===== config.mk =====
export PLATFORM = sky130hd
export DESIGN_NAME = fault_monitor_led_status_ctrl
export DESIGN_NICKNAME = d
export VERILOG_FILES = /design/src/fault_monitor_pkg.sv /design/src/fault_monitor_led_status_ctrl.sv
export VERILOG_INCLUDE_DIRS = /design/src
export SDC_FILE = /design/constraint.sdc
export NUM_CORES = 1
export LEC_CHECK = 0
export BUFFER_PORTS_ARGS = -buffer_cell sky130_fd_sc_hd__buf_2
export CAP_MARGIN = 25
export CORE_MARGIN = 4
export CORE_UTILIZATION = 45
export CTS_CLUSTER_SIZE = 10
export DETAILED_ROUTE_END_ITERATION = 8
export PLACE_DENSITY = 0.7
export RECOVER_POWER = 25
export SLEW_MARGIN = 30
export SYNTH_ARGS = -nofsm -noshare
export SYNTH_HDL_FRONTEND = slang
export SYNTH_SLANG_ARGS = --single-unit

===== constraint.sdc =====
create_clock -name pclk -period 4.33 [get_ports pclk]
set_input_delay 0.6495 -clock pclk [delete_from_list [all_inputs] [get_ports pclk]]
set_output_delay 0.6495 -clock pclk [all_outputs]
set_load 0.03 [all_outputs]

===== src/fault_monitor_defines.svh =====
// Offsets, reset values and timing counts for the fault monitor and lamp controller
`ifndef FAULT_MONITOR_DEFINES_SVH
`define FAULT_MONITOR_DEFINES_SVH

// Clock rate in kHz (250 MHz)
`define CLK_KHZ            250000

// Lamp timing in milliseconds
`define FLASH_ON_MS        250
`define FLASH_OFF_MS       250
`define FLASH_PAUSE_MS     1500
`define RESTORE_HOLD_MS    2000

// Lamp timing in clock cycles
`define FLASH_ON_CYC       (`FLASH_ON_MS * `CLK_KHZ)
`define FLASH_OFF_CYC      (`FLASH_OFF_MS * `CLK_KHZ)
`define FLASH_PAUSE_CYC    (`FLASH_PAUSE_MS * `CLK_KHZ)
`define RESTORE_HOLD_CYC   (`RESTORE_HOLD_MS * `CLK_KHZ)

// Number of flashes in the boot sequence
`define POST_FLASHES       3
// Cycles to let the pad synchronisers settle
`define STRAP_SETTLE       2'h3

// Register byte offsets
`define OFF_CTRL           12'h000
`define OFF_SETTINGS       12'h004
`define OFF_STATUS         12'h008
`define OFF_INT_STATUS     12'h00C
`define OFF_INT_ENABLE     12'h010
`define OFF_INT_CLEAR      12'h014

// Reset values
`define CTRL_RST           1'h0
`define POWER_LEVEL_RST    2'h3
`define INT_ENABLE_RST     4'h0

// Interrupt status bit positions
`define INT_FAULT_SET      0
`define INT_FAULT_CLR      1
`define INT_RESTORED       2
`define INT_RUN_CHANGE     3

`endif


===== src/fault_monitor_pkg.sv =====
// Types shared by the fault monitor and lamp controller
package fault_monitor_pkg;

  // Analog monitor comparator outputs, high when the condition holds
  typedef struct packed {
    logic supply_over;
    logic supply_under;
    logic over_current;
    logic coil_high;
    logic temp_high;
    logic resonance_bad;
    logic duty_bad;
  } monitor_t;

  // Strap pads, low when shorted
  typedef struct packed {
    logic power_on_auto_run_n;
    logic skip_boot_flash_n;
    logic restore_n;
  } pads_t;

  // Everything that crosses in from the pins
  typedef struct packed {
    logic     button_n;
    logic     ext_run_n;
    logic     expansion_module;
    pads_t    pads;
    monitor_t mon;
  } pin_in_t;

  // Operating phase, one-hot
  typedef enum logic [3:0] {
    ST_STRAP = 4'h1,
    ST_POST  = 4'h2,
    ST_RUN   = 4'h4,
    ST_FAULT = 4'h8
  } mode_t;

endpackage


===== src/fault_monitor_led_status_ctrl.sv =====
// Fault latch, start/stop control and status lamp sequencer with an APB register file
//
// Summary of operation
// - Boot test: basic flashes message lamp, extended flashes run lamp; other shows expansion.
// - Auto-run strap shorted: output enables by itself when start-up ends.
// - Skip-flash strap shorted: no lamp flash sequences at start-up.
// - Restore pad shorted two seconds outside a latched fault: user settings return to factory values.
// - After a restore the boot sequence plays, unless skip-flash strap is set.
// - Run lamp lit exactly while the output transistors are driven, except during the boot test.
// - Active fault shown as fault-code flashes on red lamp, then a pause, repeated.
// - Any fault disables the output at once and keeps it off while latched.
// - One button press clears a fault; a second press enables the output.
// - Supply above about 28 V or below minimum raises code 1.
// - Output current overload raises code 2.
// - Coil voltage above safe threshold raises code 3.
// - Board over-temperature raises code 4.
// - Resonance out of range or absent raises code 5.
// - Uneven transistor duty raises code 6.
// - External run input low inverts the button state; high leaves it.
// - Message lamp output pulses on errors, on start/stop presses and on settings-register writes in the run phase.
`timescale 1ns/1ps
`include "fault_monitor_defines.svh"

module fault_monitor_led_status_ctrl #(
  parameter int unsigned FLASH_ON_CYC    = `FLASH_ON_CYC,
  parameter int unsigned FLASH_OFF_CYC   = `FLASH_OFF_CYC,
  parameter int unsigned FLASH_PAUSE_CYC = `FLASH_PAUSE_CYC,
  parameter int unsigned RESTORE_CYC     = `RESTORE_HOLD_CYC
) (
  // Clock and reset
  input  wire logic                        pclk,
  input  wire logic                        presetn,
  // APB slave
  input  wire logic                        psel,
  input  wire logic                        penable,
  input  wire logic                        pwrite,
  input  wire logic [11:0]                 paddr,
  input  wire logic [31:0]                 pwdata,
  output logic      [31:0]                 prdata,
  output logic                             pready,
  output logic                             pslverr,
  // Pins: button, external run, expansion detect, straps, monitors
  input  wire fault_monitor_pkg::pin_in_t  pins,
  // Power stage and lamps
  output logic                             gate_enable,
  output logic                             run_lamp,
  output logic                             message_lamp,
  output logic                             message_lamp_out,
  // Interrupt
  output logic                             irq
);

  ////////////////////////////////////////////////////////////////////////////
  // Constants at counter width

  localparam logic [31:0] ON_LAST    = 32'(FLASH_ON_CYC - 1);
  localparam logic [31:0] OFF_LAST   = 32'(FLASH_OFF_CYC - 1);
  localparam logic [31:0] PAUSE_LAST = 32'(FLASH_PAUSE_CYC - 1);
  localparam logic [31:0] RST_LAST   = 32'(RESTORE_CYC - 1);
  localparam logic [31:0] PULSE_LEN  = 32'(FLASH_ON_CYC);
  localparam logic [2:0]  POST_N     = 3'(`POST_FLASHES);

  ////////////////////////////////////////////////////////////////////////////
  // State

  typedef struct packed {
    fault_monitor_pkg::mode_t   st;
    fault_monitor_pkg::pin_in_t s1;
    fault_monitor_pkg::pin_in_t s2;
    logic                       btn_prev;
    logic                       auto_run;
    logic                       skip_flash;
    logic [1:0]                 settle;
    logic [31:0]                timer;
    logic [2:0]                 flashes;
    logic                       lamp_on;
    logic                       run_on;
    logic [2:0]                 fault_code;
    logic [31:0]                rst_cnt;
    logic                       rst_hold;
    logic [1:0]                 power_level;
    logic                       variant;
    logic [3:0]                 int_status;
    logic [3:0]                 int_enable;
    logic                       pready;
    logic                       pslverr;
    logic [31:0]                prdata;
    logic                       gate;
    logic                       run_lamp;
    logic                       msg_lamp;
    logic                       msg_out;
    logic                       irq;
  } state_t;

  state_t s_reg;
  state_t s_next;

  ////////////////////////////////////////////////////////////////////////////
  // Next-state logic

  always_comb begin
    logic       press;
    logic       ext_low;
    logic [2:0] hit;
    logic [3:0] events;
    logic [3:0] clr;
    logic       wr;
    logic       rd_ok;
    logic [31:0] rd;
    logic       post_flash;

    s_next  = s_reg;
    events  = 4'h0;
    clr     = 4'h0;
    rd      = 32'h0;
    rd_ok   = 1'b1;
    press      = 1'b0;
    ext_low    = 1'b0;
    hit        = 3'h0;
    wr         = 1'b0;
    post_flash = 1'b0;

    // Two-stage synchronisers on every pin
    s_next.s1 = pins;
    s_next.s2 = s_reg.s1;

    // Button press is a release-to-press edge
    press          = s_reg.btn_prev & ~s_reg.s2.button_n;
    s_next.btn_prev = s_reg.s2.button_n;
    ext_low        = ~s_reg.s2.ext_run_n;

    // Fault code from monitors, lowest code first
    if (s_reg.s2.mon.supply_over || s_reg.s2.mon.supply_under) begin
      hit = 3'h1;
    end else if (s_reg.s2.mon.over_current) begin
      hit = 3'h2;
    end else if (s_reg.s2.mon.coil_high) begin
      hit = 3'h3;
    end else if (s_reg.s2.mon.temp_high) begin
      hit = 3'h4;
    end else if (s_reg.s2.mon.resonance_bad) begin
      hit = 3'h5;
    end else if (s_reg.s2.mon.duty_bad) begin
      hit = 3'h6;
    end else begin
      hit = 3'h0;
    end

    // Phase sequencing
    case (s_reg.st)
      fault_monitor_pkg::ST_STRAP: begin
        // Wait for the synchronisers, then catch the straps
        s_next.settle = s_reg.settle + 2'h1;
        if (s_reg.settle == `STRAP_SETTLE) begin
          s_next.auto_run   = ~s_reg.s2.pads.power_on_auto_run_n;
          s_next.skip_flash = ~s_reg.s2.pads.skip_boot_flash_n;
          s_next.timer      = 32'h0;
          s_next.flashes    = 3'h0;
          s_next.lamp_on    = 1'b1;
          if (!s_reg.s2.pads.skip_boot_flash_n) begin
            s_next.st     = fault_monitor_pkg::ST_RUN;
            s_next.run_on = ~s_reg.s2.pads.power_on_auto_run_n;
          end else begin
            s_next.st = fault_monitor_pkg::ST_POST;
          end
        end
      end
      fault_monitor_pkg::ST_POST: begin
        // Boot flash sequence
        s_next.timer = s_reg.timer + 32'h1;
        if (s_reg.lamp_on) begin
          if (s_reg.timer == ON_LAST) begin
            s_next.timer   = 32'h0;
            s_next.lamp_on = 1'b0;
            s_next.flashes = s_reg.flashes + 3'h1;
          end
        end else if (s_reg.timer == OFF_LAST) begin
          s_next.timer = 32'h0;
          if (s_reg.flashes == POST_N) begin
            s_next.st     = fault_monitor_pkg::ST_RUN;
            s_next.run_on = s_reg.auto_run;
          end else begin
            s_next.lamp_on = 1'b1;
          end
        end
      end
      fault_monitor_pkg::ST_RUN: begin
        // Message pulse countdown and start/stop toggle
        if (s_reg.timer != 32'h0) begin
          s_next.timer = s_reg.timer - 32'h1;
        end
        if (press) begin
          s_next.run_on = ~s_reg.run_on;
          s_next.timer  = PULSE_LEN;
        end
      end
      fault_monitor_pkg::ST_FAULT: begin
        // Code flashes, then a pause, repeated
        s_next.timer = s_reg.timer + 32'h1;
        if (s_reg.lamp_on) begin
          if (s_reg.timer == ON_LAST) begin
            s_next.timer   = 32'h0;
            s_next.lamp_on = 1'b0;
            s_next.flashes = s_reg.flashes + 3'h1;
          end
        end else if (s_reg.flashes == s_reg.fault_code) begin
          if (s_reg.timer == PAUSE_LAST) begin
            s_next.timer   = 32'h0;
            s_next.flashes = 3'h0;
            s_next.lamp_on = 1'b1;
          end
        end else if (s_reg.timer == OFF_LAST) begin
          s_next.timer   = 32'h0;
          s_next.lamp_on = 1'b1;
        end
        // First press clears; output stays off until the next press
        if (press) begin
          s_next.st         = fault_monitor_pkg::ST_RUN;
          s_next.fault_code = 3'h0;
          s_next.run_on     = 1'b0;
          s_next.timer      = 32'h0;
          events[`INT_FAULT_CLR] = 1'b1;
        end
      end
      default: begin
        s_next.st = fault_monitor_pkg::ST_STRAP;
      end
    endcase

    // Any fault in the boot or run phase latches; a latched code is kept
    if (hit != 3'h0 &&
        (s_reg.st == fault_monitor_pkg::ST_POST ||
         s_reg.st == fault_monitor_pkg::ST_RUN)) begin
      s_next.st         = fault_monitor_pkg::ST_FAULT;
      s_next.fault_code = hit;
      s_next.run_on     = 1'b0;
      s_next.timer      = 32'h0;
      s_next.flashes    = 3'h0;
      s_next.lamp_on    = 1'b1;
      events[`INT_FAULT_SET] = 1'b1;
    end

    // Restore pad held low for the full time
    if (s_reg.s2.pads.restore_n) begin
      s_next.rst_cnt  = 32'h0;
      s_next.rst_hold = 1'b0;
    end else if (!s_reg.rst_hold) begin
      s_next.rst_cnt = s_reg.rst_cnt + 32'h1;
      if (s_reg.rst_cnt == RST_LAST && s_next.st != fault_monitor_pkg::ST_FAULT) begin
        s_next.rst_hold    = 1'b1;
        s_next.power_level = `POWER_LEVEL_RST;
        s_next.variant     = `CTRL_RST;
        s_next.int_enable  = `INT_ENABLE_RST;
        s_next.timer       = 32'h0;
        s_next.flashes     = 3'h0;
        s_next.lamp_on     = 1'b1;
        s_next.run_on      = 1'b0;
        s_next.st          = s_reg.skip_flash ? fault_monitor_pkg::ST_RUN
                                              : fault_monitor_pkg::ST_POST;
        events[`INT_RESTORED] = 1'b1;
      end
    end

    // APB: one wait state, then the answer
    wr = psel & penable & s_reg.pready & pwrite;
    if (paddr == `OFF_CTRL) begin
      rd = {31'h0, s_reg.variant};
    end else if (paddr == `OFF_SETTINGS) begin
      rd = {30'h0, s_reg.power_level};
    end else if (paddr == `OFF_STATUS) begin
      rd = {20'h0, s_reg.st, s_reg.skip_flash, s_reg.auto_run,
            s_reg.s2.expansion_module, s_reg.gate, 1'b0, s_reg.fault_code};
    end else if (paddr == `OFF_INT_STATUS) begin
      rd = {28'h0, s_reg.int_status};
    end else if (paddr == `OFF_INT_ENABLE) begin
      rd = {28'h0, s_reg.int_enable};
    end else if (paddr == `OFF_INT_CLEAR) begin
      rd = 32'h0;
    end else begin
      rd_ok = 1'b0;
    end
    s_next.pready = psel & penable & ~s_reg.pready;
    if (psel & penable & ~s_reg.pready) begin
      s_next.prdata  = pwrite ? 32'h0 : rd;
      s_next.pslverr = ~rd_ok;
    end else begin
      s_next.prdata  = 32'h0;
      s_next.pslverr = 1'b0;
    end
    if (wr) begin
      if (paddr == `OFF_CTRL) begin
        s_next.variant = pwdata[0];
      end else if (paddr == `OFF_SETTINGS) begin
        s_next.power_level = pwdata[1:0];
        if (s_next.st == fault_monitor_pkg::ST_RUN) begin
          s_next.timer = PULSE_LEN;
        end
      end else if (paddr == `OFF_INT_ENABLE) begin
        s_next.int_enable = pwdata[3:0];
      end else if (paddr == `OFF_INT_CLEAR) begin
        clr = pwdata[3:0];
      end
    end

    // Output drive: button state inverted by external run input
    s_next.gate = (s_next.st == fault_monitor_pkg::ST_RUN) &
                  (s_next.run_on ^ ext_low);
    if (s_next.gate != s_reg.gate) begin
      events[`INT_RUN_CHANGE] = 1'b1;
    end

    // Lamps per phase
    post_flash = s_next.lamp_on & ~s_reg.skip_flash;
    case (s_next.st)
      fault_monitor_pkg::ST_POST: begin
        s_next.run_lamp = s_next.variant ? post_flash
                                         : s_reg.s2.expansion_module;
        s_next.msg_lamp = s_next.variant ? s_reg.s2.expansion_module
                                         : post_flash;
      end
      fault_monitor_pkg::ST_RUN: begin
        s_next.run_lamp = s_next.gate;
        s_next.msg_lamp = s_next.timer != 32'h0;
      end
      fault_monitor_pkg::ST_FAULT: begin
        s_next.run_lamp = s_next.gate;
        s_next.msg_lamp = s_next.lamp_on;
      end
      default: begin
        s_next.run_lamp = 1'b0;
        s_next.msg_lamp = 1'b0;
      end
    endcase
    s_next.msg_out = s_next.msg_lamp;

    // Sticky interrupt bits; a new event wins over a clear
    s_next.int_status = (s_reg.int_status & ~clr) | events;
    s_next.irq        = |(s_next.int_status & s_next.int_enable);
  end

  ////////////////////////////////////////////////////////////////////////////
  // State register

  always_ff @(posedge pclk or negedge presetn) begin
    if (!presetn) begin
      s_reg             <= '0;
      s_reg.st          <= fault_monitor_pkg::ST_STRAP;
      s_reg.s1          <= '1;
      s_reg.s2          <= '1;
      s_reg.btn_prev    <= 1'b1;
      s_reg.power_level <= `POWER_LEVEL_RST;
      s_reg.variant     <= `CTRL_RST;
      s_reg.int_enable  <= `INT_ENABLE_RST;
    end else begin
      s_reg <= s_next;
    end
  end

  ////////////////////////////////////////////////////////////////////////////
  // Outputs straight from the state register

  assign prdata           = s_reg.prdata;
  assign pready           = s_reg.pready;
  assign pslverr          = s_reg.pslverr;
  assign gate_enable      = s_reg.gate;
  assign run_lamp         = s_reg.run_lamp;
  assign message_lamp     = s_reg.msg_lamp;
  assign message_lamp_out = s_reg.msg_out;
  assign irq              = s_reg.irq;

endmodule


==> results of run 1 <==
where the power goes:
part	internal [mW]	switching [mW]	leakage (nW)
logic	1.26	2.29	2.09
registers	1.47	0.276	1.76
clock network	0.794	0.589	0.261
total	3.53	3.15	4.11
worst reg2reg max path, cell delays in order, from the launching register on:
cell	delay [ns]
dfrtp_1	0.53
nor4_4	0.48
nand4_1	0.20
or4_1	0.62
and3_1	0.23
or2_1	0.38
buf_4	0.27
a221oi_1	0.28
a211o_1	0.17
o2111ai_1	0.14
nor4_2	0.43
a31oi_1	0.16
through the flow:
stage | setup slack, ns | total power [mW]
after global routing | 0.188 | 7.04
after floorplan | 1.14 | 3.99
final | 0.290 | 6.68
after CTS | 0.443 | 6.56
after detailed placement | 0.447 | 5.14
after global placement | 0.550 | 5.11
cells in the final DEF, fill, tap and decap left out, types with 5 or more instances in the layout:
cell         n
or4b_2       6
nand3_1     35
xor2_1      26
a211oi_1    13
o211ai_1     9
ha_1         7
and2_1      24
a21oi_1     42
a21o_1       5
nor4b_1      9
buf_2       51
nand4_1     31
a31oi_1     15
dfstp_2     29
nand2_1     85
buf_4       59
nor4_1      18
conb_1      20
o22ai_1      5
xnor2_1     18
nor3_1      36
dfrtp_1    107
or4_1        5
o31ai_1     14
inv_1       20
and4_1       9
nor2b_1      7
o2111ai_1    5
o21ai_0     51
a22o_1       7
nand2b_1     9
nor3b_1      7
clkbuf_16   17
or3_1       13
nand4b_1     6
and3_1      18
nor2_1     109
layer usage:
layer / track usage / wire length (um) / part of all wire / vias up
met2: 0.354 / 11200 / 0.44 / 398
met5: 0 / 0 / 0 / -
met1: 0.335 / 11000 / 0.44 / 3791
li1: - / - / - / 3675
met3: 0.0598 / 2300 / 0.092 / 68
met4: 0.0804 / 702 / 0.028 / 0
worst max-delay path by stage:
stage,startpoint,to,slack (ns),cells after the start
after floorplan,s_reg[91],message_lamp_out,1.14,12
after global placement,s_reg[104],message_lamp_out,0.55,11
after detailed placement,s_reg[104],message_lamp_out,0.45,11
after CTS,s_reg[104],message_lamp_out,0.44,11
after global routing,s_reg[104],message_lamp_out,0.19,11
final,s_reg[104],message_lamp_out,0.29,11
cell families (layout without fill, tap and decap cells):
| family | after synthesis | in the layout |
|---|---|---|
| muxes | 5 | 5 |
| and+or+nand+nor | 448 | 448 |
| buffers and inverters | 117 | 164 |
| DFF | 137 | 137 |
| AOI/OAI and AO/OA | 224 | 224 |
| other | 1 | 20 |
| xor gates and xnor gates | 44 | 44 |
| adders and majority gates | 7 | 7 |
cell type report:
type	count	area, um2
Tap cell	234	293
Fill cell	1723	9040
Inverter	20	75.1
Multi-Input combinational cell	748	4560
Clock inverter	13	119
Timing Repair Buffer	112	723
Sequential cell	137	3470
Clock buffer	19	433
==> summary.txt, run 1 <==
share of cells above drive strength 1: 0.191
crit-path max cell delay: 0.61 ns
Worst Hold Class: primary input to flop
# IOs: 101
ANT cells: 0
WL/cell: 19.6 um
simple-gate share of the synthesized area: 0.283
asr flop ratio synth: 1.00
MaxCap Viol Count: 1
Peak VDD IR: 0.315 mV
main flop type after synthesis: dfrtp_1
Final setup viols: 0
Die H: 146 um
Post-CTS Resized: 0
Yosys reg bits: 137
clock slew at reported path FFs: 0.06 ns
number of global-route vias before repair: 7588
DR vias/cell: 6.18
CP Max Fanout: 11
PortBufs: 52
critical path arrival: 4.31 ns
post-synthesis instance area: 8570 um2
fmax: 0.248 GHz
CP endpoint kind: flop
Adder-Cell Fraction of Synth Area: 0.0102
Worst path top cell family by delay: simple AND/OR/NAND/NOR gates
worst path bufs/invs: 1
worst hold margin: 0.316 ns
EDFF count, synth: 0
RSZ-0062 raised after global routing: no
initial antenna violation count: 0
Placer Congestion: 1.00
All-Layer GR Usage: 0.236
minimum clock period: 4.04 ns
Synth Area in XOR/XNOR: 0.0450
Remaining DRCs: 0
DR pass1 iterations: 5
Starting Density: 0.458
first-pass GRT wire length: 40800 um
final hold vios: 0
pin count of the biggest net entering global routing: 84
cts hold-fix bufs: 0
Startpoint Class: flop
Iteration-0 DRC Markers: 897
WP data required: 4.60 ns
worst skew pair latency: 0.43 ns
dpl hpwl: 18000 um
final global-route overflow total: 0
r2r setup slk: 0.29 ns
post-synth top area cell: dfrtp_1
area of the core: 18700 um2
reg2reg end: message_lamp_out
final net count: 1105
Synth top cells by count: 109 x nor2_1, 107 x dfrtp_1, 85 x nand2_1
clk sinks: 137
cell depth of the worst flop-to-flop path: 11
combinational family with the most area after synthesis: simple AND/OR/NAND/NOR gates
Layout area overhead: 12.9%
synthesized area per cell: 8.72 um2
top-area cell type share of the netlist area: 0.313
WHS Path Cells: 1
skew final: 0.0129 ns
Max stage delay cell, worst path: or4_1
DR vias: 7932
H-Tree Depth: 4
CTS buffer count: 17
post-synthesis cell type count: 76
crit-path cells: nor4_4 > nand4_1 > or4_1 > and3_1 > or2_1 > buf_4 > a221oi_1 > a211o_1 > o2111ai_1 > nor4_2 > a31oi_1
Reg-to-Reg Start: s_reg[104]
max-slew violations: 84
TritonCTS clock tree: done
Post-Layout Cell Count: 1283
die width: 146 um
Setup TNS: 0 ns
Final period util: 0.933
postcts setup bufs: 0
placed instance area: 9120 um2
Worst Tran Pin Value: 2.06 ns
final core utilization: 0.517
status: finished, violations left
ANT nets after route: 0
Worst slew margin: -0.375
Clock Tree Buf Depth: 2
Placed Cells incl. Taps: 1251
HP Start: pins[7]
DRT Wirelength: 25100 um
max reg flops: 105
WS Path Type: flop to flop
Cell Pwr Density: 691 nW/um2
LEAKAGE: 4.11 nW
sequential area share after synthesis: 0.404
violated checks: capacitance limit, slew limit
Rows: 50
mux contribution to synthesized area: 0.00613
end of the worst hold path: s_next[135]
clk root buf: clkbuf_16
Synth Area in Compound Gates: 0.179
Synth area leaders: dfrtp_1 31%, dfstp_2 9.2%, nor2_1 4.8%, nand2_1 3.7%, buf_4 3.2%
count leader, synth: nor2_1
Ys Warns: 0
Mapped Cells: 983
final instance area: 9670 um2
die footprint: 21300 um2
(Power assumes the default switching activity.)
==> run 2: changes to the inputs <==
--- a/config.mk
+++ b/config.mk
@@ -6,6 +6,7 @@
 export SDC_FILE = /design/constraint.sdc
 export NUM_CORES = 1
 export LEC_CHECK = 0
+export ABC_AREA = 1
 export BUFFER_PORTS_ARGS = -buffer_cell sky130_fd_sc_hd__buf_2
 export CAP_MARGIN = 25
 export CORE_MARGIN = 4
==> run 2 against run 1 <==
Effect of this change: the run now ends clean; area after synthesis up 13%; highest routed layer unchanged; die area up 12%; final cell count up 39%; clock-buffer cell count up 1; clock skew down 0.0027 ns; global-route usage up 1.2 points; worst hold slack worse by 0.074 ns; first-iteration DRC count up 4.9%; core utilization down 2.0 points; critical path depth up 8; sequential power up 9%; clock power about the same.
==> summary.txt, run 2 <==
Placer Congestion: 1.03 (+3.0%)
skew final: 0.0101 ns (-0.00271 ns)
DR vias/cell: 5.42 (-12%)
ANT nets after route: 0 (unchanged)
EDFF count, synth: 0 (unchanged)
clock slew at reported path FFs: 0.06 ns (about the same)
Peak VDD IR: 0.360 mV (+14%)
Post-CTS Resized: 0 (unchanged)
worst skew pair latency: 0.42 ns (about the same)
post-synthesis instance area: 9640 um2 (+13%)
H-Tree Depth: 4 (unchanged)
Ys Warns: 0 (unchanged)
RSZ-0062 raised after global routing: no
post-synth top area cell: dfrtp_1
synthesized area per cell: 6.58 um2 (-25%)
most common cell after layout, fill and taps aside: nand2_1
# IOs: 101 (unchanged)
Synth area leaders: dfrtp_1 28%, nand2_1 16%, nor2_1 8.3%, dfstp_2 8.2%, inv_1 6.9%
WL/cell: 16.6 um (-15%)
# fillers: 2127 (+23%)
sequential area share after synthesis: 0.359 (-0.0451)
CTS buffer count: 17 (unchanged)
Setup TNS: 0 ns (unchanged)
minimum clock period: 3.57 ns (-0.467 ns)
commonest non-fill, non-tap cells in the layout: 400 x nand2_1, 212 x nor2_1, 177 x inv_1
die width: 154 um (+5.8%)
area of the core: 21000 um2 (+12%)
initial antenna violation count: 0 (unchanged)
max-slew violations: 0 (-100%)
DR pass1 iterations: 5 (unchanged)
Final period util: 0.825 (-0.108)
Final Total Pwr: 6.78 mW (+1.6%)
LEAKAGE: 5.19 nW (+26%)
Rows: 53 (+6.0%)
Cell Pwr Density: 649 nW/um2 (-6.0%)
Worst Hold Class: primary input to asynchronous set/reset pin
top-area cell type share of the netlist area: 0.278 (-0.0349)
Final setup viols: 0 (unchanged)
Die H: 154 um (+5.8%)
asr flop ratio synth: 1.00 (unchanged)
pin count of the biggest net entering global routing: 75 (-11%)
clk root buf: clkbuf_16
first-pass GRT wire length: 47300 um (+16%)
Remaining DRCs: 0 (unchanged)
Worst slew margin: 0.467 (+0.843)
WP data required: 4.64 ns (+0.04 ns)
PortBufs: 52 (unchanged)
number of global-route vias before repair: 9050 (+19%)
status: finished, final reports clean
final global-route overflow total: 0 (unchanged)
Layout area overhead: 8.41%
CP endpoint kind: flop
share of cells above drive strength 1: 0.120 (-0.0709)
Clock Tree Buf Depth: 2 (unchanged)
Synth top cells by count: 400 x nand2_1, 212 x nor2_1, 177 x inv_1
final net count: 1559 (+41%)
Iteration-0 DRC Markers: 941 (+4.9%)
Yosys reg bits: 137 (unchanged)
final hold vios: 0 (unchanged)
DR vias: 9645 (+22%)
main flop type after synthesis: dfrtp_1
All-Layer GR Usage: 0.248 (+0.0124)
MaxCap Viol Count: 0 (-1)
fmax: 0.280 GHz (+13%)
Mapped Cells: 1466 (+49%)
postcts setup bufs: 0 (unchanged)
ANT cells: 0 (unchanged)
max reg flops: 105 (unchanged)
post-synthesis cell type count: 48 (-37%)
CP Max Fanout: 14 (+3)
TritonCTS clock tree: done
DRT Wirelength: 29500 um (+17%)
die footprint: 23800 um2 (+12%)
critical path arrival: 3.88 ns (-0.43 ns)
clk sinks: 137 (unchanged)
Startpoint Class: flop
Worst Tran Pin Value: 0.797 ns (-1.27 ns)
count leader, synth: nand2_1
cts hold-fix bufs: 0 (unchanged)
dpl hpwl: 22300 um (+24%)
WS Path Type: flop to flop
Starting Density: 0.459 (+0.000722)
==> run 2: cell count changes after synthesis, moves of 15 or more <==
cell | previous run | this run
inv_2 | 0 | 17
and3_1 | 18 | 1
clkbuf_1 | 45 | 9
nor2_1 | 109 | 212
a21oi_1 | 42 | 61
xnor2_1 | 18 | 2
nand3_1 | 35 | 124
nand2_1 | 85 | 400
nand2_2 | 0 | 15
inv_1 | 20 | 177
and2_1 | 24 | 0
==> run 2: worst paths after layout <==
check	depth (start not counted)	start	slack, ns	endpoint
max	19	s_reg[91]	0.76	message_lamp_out
min	1	presetn	0.24	s_reg[65]
max reg2reg	19	s_reg[91]	0.76	message_lamp_out
min reg2reg	0	s_next[134]	0.35	s_reg[134]
max in group asynchronous	2	presetn	3.14	s_next[137]
min in group pclk	1	pins[10]	0.32	s_next[138]
==> run 2: cell families (layout without fill, tap and decap cells) <==
| group | Yosys count | after routing | share of synthesized area |
|---|---|---|---|
| simple gates | 876 | 876 | 0.394 |
| buf+inv | 274 | 292 | 0.130 |
| compound gates | 147 | 147 | 0.0855 |
| flops | 137 | 137 | 0.359 |
| xor+xnor | 24 | 24 | 0.0218 |
| fa+ha+maj | 7 | 7 | 0.00908 |
| other cells | 1 | 20 | 0.000389 |
==> run 2: layer usage <==
metal,track usage,part of all wire,vias to the layer above
met4,0.0938,0.032,0
met5,0,0,-
li1,-,-,4667
met2,0.379,0.44,451
met1,0.352,0.44,4466
met3,0.0459,0.089,61
==> run 2: power breakdown <==
group          switching [mW]  internal (mW)
Combinational            2.47           1.02
Clock                   0.576          0.812
Sequential              0.395           1.51
Total                    3.44           3.34
==> run 2: final cells by class <==
class / count / area [um2] / area share
sequential: 137 / 3470 / 0.331
multi-input combinational: 1074 / 5000 / 0.478
clock buffer: 20 / 447 / 0.0427
inverter: 198 / 743 / 0.0711
tap: 275 / 344 / 0.0329
clock inverter: 12 / 118 / 0.0112
timing repair buffer: 62 / 342 / 0.0327
==> run 2: per-stage QoR <==
step	cell area, um2	setup slack, ns	utilization	hold WS (ns)	cells
2_1_floorplan	9720	1.93	-	0.345	1485
3_3_place_gp	9890	0.953	0.471	0.346	1746
3_5_place_dp	9890	0.931	0.471	0.347	1746
4_1_cts	10500	0.895	0.497	0.270	1778
5_1_grt	10500	0.561	0.497	0.290	1778
6_report	10500	0.757	0.497	0.242	1778
==> run 2: worst max-delay path: stages, from the launching register on <==
cell     delay (ns)
dfrtp_1        0.42
inv_1          0.17
ha_1           0.35
nand2_1        0.22
inv_2          0.14
nand2_1        0.10
nor2_1         0.15
nand2_2        0.27
nand2_1        0.16
nand2_1        0.06
a21oi_1        0.14
nand2_1        0.08
a21oi_1        0.42
nand2_1        0.11
nor2_1         0.12
nand2_1        0.06
nor2_1         0.22
nand2_1        0.13
nand2_1        0.08
nand2_1        0.05
==> run 3: changes to the inputs <==
--- a/config.mk
+++ b/config.mk
@@ -6,14 +6,14 @@
 export SDC_FILE = /design/constraint.sdc
 export NUM_CORES = 1
 export LEC_CHECK = 0
-export ABC_AREA = 1
+export ABC_AREA = 0
 export BUFFER_PORTS_ARGS = -buffer_cell sky130_fd_sc_hd__buf_2
 export CAP_MARGIN = 25
 export CORE_MARGIN = 4
 export CORE_UTILIZATION = 45
 export CTS_CLUSTER_SIZE = 10
 export DETAILED_ROUTE_END_ITERATION = 8
-export PLACE_DENSITY = 0.7
+export PLACE_DENSITY = 0.73
 export RECOVER_POWER = 25
 export SLEW_MARGIN = 30
 export SYNTH_ARGS = -nofsm -noshare
==> constraint.sdc (replaced) <==
create_clock -name pclk -period 3 [get_ports pclk]
set_input_delay 0.45 -clock pclk [delete_from_list [all_inputs] [get_ports pclk]]
set_output_delay 0.45 -clock pclk [all_outputs]
set_load 0.03 [all_outputs]
==> run 3 against run 2 <==
Effect of this change: largest cell class unchanged; routed wire length fell by 2.3%; global-route usage rose by 1.4 points; via count fell by 7.9%; largest power group unchanged; the run now ends with setup timing left; critical path type unchanged.
==> summary.txt, run 3 (same netlist as run 1, synthesis figures left out) <==
worst skew pair latency: 0.43 ns (about the same)
# IOs: 101 (unchanged)
minimum clock period: 3.40 ns (-0.177 ns)
crit path from: s_reg[113]
critical path arrival: 3.68 ns (-0.20 ns)
crit-path cells: buf_4 > nor4_1 > nor4bb_1 > o2111ai_2 > and2_1 > o21ai_0 > a311oi_1 > buf_4 > a211oi_2 > a31oi_1 > nor4_2 > a31oi_1
clock slew at reported path FFs: 0.06 ns (about the same)
final global-route overflow total: 0 (unchanged)
Final setup viols: 4 (+4)
final core utilization: 0.607 (+0.109)
H-Tree Depth: 4 (unchanged)
area of the core: 18700 um2 (-11%)
Peak VDD IR: 0.514 mV (+43%)
post-place setup slack: -0.426 ns (-1.36 ns)
Iteration-0 DRC Markers: 992 (+5.4%)
clk root buf: clkbuf_16
Worst Hold Class: primary input to flop
Clock Tree Buf Depth: 2 (unchanged)
WP data required: 3.28 ns (-1.36 ns)
DRT Wirelength: 28800 um (-2.3%)
CP Capture Point: message_lamp_out
Max stage delay cell, worst path: dfrtp_1
LEAKAGE: 5.07 nW (-2.3%)
Crit path depth: 12 (-7)
Startpoint Class: flop
first-pass GRT wire length: 44500 um (-5.8%)
DR vias: 8887 (-7.9%)
MaxCap Viol Count: 0 (unchanged)
commonest non-fill, non-tap cells in the layout: 235 x buf_4, 106 x nor2_1, 105 x dfrtp_1
final hold vios: 0 (unchanged)
All-Layer GR Usage: 0.262 (+0.0137)
Final period util: 1.13 (+0.307)
# fillers: 1549 (-27%)
Rows: 50 (-5.7%)
WL/cell: 19.6 um (+18%)
WS Path Type: flop to flop
die width: 146 um (-5.4%)
Remaining DRCs: 0 (unchanged)
TritonCTS clock tree: done
DR pass1 iterations: 6 (+1)
r2r setup slk: -0.40 ns (-1.15 ns)
placed instance area: 10500 um2 (+6.3%)
final net count: 1291 (-17%)
ANT nets after route: 0 (unchanged)
worst setup margin: -0.396 ns (-1.15 ns)
share of cells above drive strength 1: 0.342 (+0.222)
most common cell after layout, fill and taps aside: buf_4
Final Total Pwr: 12.1 mW (+78%)
Worst slew margin: 0.0166 (-0.451)
DR vias/cell: 6.05 (+12%)
max reg flops: 105 (unchanged)
dpl hpwl: 20900 um (-6.3%)
Worst Tran Pin Value: 1.48 ns (+0.678 ns)
violated checks: setup timing
Starting Density: 0.458 (-0.000722)
RSZ-0062 raised after global routing: yes
worst hold margin: 0.116 ns (-0.126 ns)
Die H: 146 um (-5.4%)
PortBufs: 52 (unchanged)
Layout area overhead: 32.4%
max-slew violations: 0 (unchanged)
CTS buffer count: 17 (unchanged)
CP endpoint kind: flop
initial antenna violation count: 0 (unchanged)
final instance area: 11300 um2 (+8.5%)
pin count of the biggest net entering global routing: 54 (-28%)
skew final: 0.0135 ns (+0.00333 ns)
crit-path max cell delay: 0.51 ns (+0.09 ns)
cell depth of the worst flop-to-flop path: 12 (-7)
reg2reg end: message_lamp_out
clk sinks: 137 (unchanged)
CP Max Fanout: 7 (-7)
status: finished, violations left
Worst path top cell family by delay: simple AND/OR/NAND/NOR gates
worst path bufs/invs: 2 (unchanged)
ANT cells: 0 (unchanged)
Cell Pwr Density: 1070 nW/um2 (+64%)
number of global-route vias before repair: 8402 (-7.2%)
Reg-to-Reg Start: s_reg[113]
die footprint: 21300 um2 (-11%)
Placer Congestion: 1.02 (-1.4%)
fmax: 0.294 GHz (+5.2%)
-- run 3: cell types whose count changed in the layout (fill, tap and decap cells not counted), moves of 24 or more --
cell	delta
inv_1	-157
and2_1	+24
buf_4	+225
nand2_1	-316
nand3_1	-90
nor2_1	-106
-- run 3: worst reg2reg max path: stages (launching register included) --
cell and delay (ns):
dfrtp_1 0.51, buf_4 0.21, nor4_1 0.34, nor4bb_1 0.45, o2111ai_2 0.28, and2_1 0.24
o21ai_0 0.14, a311oi_1 0.13, buf_4 0.17, a211oi_2 0.20, a31oi_1 0.15, nor4_2 0.30
a31oi_1 0.14
-- run 3: metrics by stage --
| stage | setup TNS, ns | std cells |
|---|---|---|
| after global routing | -0.719 | 1469 |
| after CTS | -0.564 | 1460 |
| final | -0.478 | 1469 |
| after detailed placement | -0.842 | 1427 |
| after floorplan | 0 | 1002 |
| after global placement | -0.636 | 1427 |
-- run 3: area by class of cell --
cell class | count | area, um2 | area share
clock buffer | 20 | 447 | 0.0394
timing repair buffer | 298 | 2180 | 0.192
clock inverter | 12 | 116 | 0.0103
sequential | 137 | 3470 | 0.306
multi-input combinational | 748 | 4770 | 0.420
inverter | 20 | 75.1 | 0.00662
tap | 234 | 293 | 0.0258
-- run 3: worst min path at each step --
stage / start / to / slack (ns) / cells past startpoint
5_1_grt: pins[9] / s_next[137] / 0.11 / 1
3_3_place_gp: s_next[130] / s_reg[130] / 0.35 / 0
6_report: pins[7] / s_next[135] / 0.12 / 1
2_1_floorplan: presetn / gate_enable / 0.15 / 0
3_5_place_dp: s_next[140] / s_next[127] / 0.35 / 0
4_1_cts: pins[7] / s_next[135] / 0.11 / 1
-- run 3: power breakdown --
group	internal [mW]	switching, mW	leakage [nW]	total, mW
sequential	2.13	0.280	1.76	2.41
combinational	3.44	4.20	3.05	7.64
clock	1.17	0.872	0.265	2.05
-- run 3: what timing repair did --
action	4_1_cts	5_1_grt
hold buffers	1	0
pin swaps	1	16
hold endpoints to repair	3	0
endpoints found under the setup margin	7	14
gates resized for setup	7	42
gates cloned	0	1
setup buffers	0	8
-- run 3: per-layer routing --
layer  vias up  GRT usage  wire (um)
li1       4043          -          -
met1      4261      0.354      12000
met2       479      0.404      12900
met3       104     0.0685       2810
met4         0      0.105       1220
met5         -          0          0
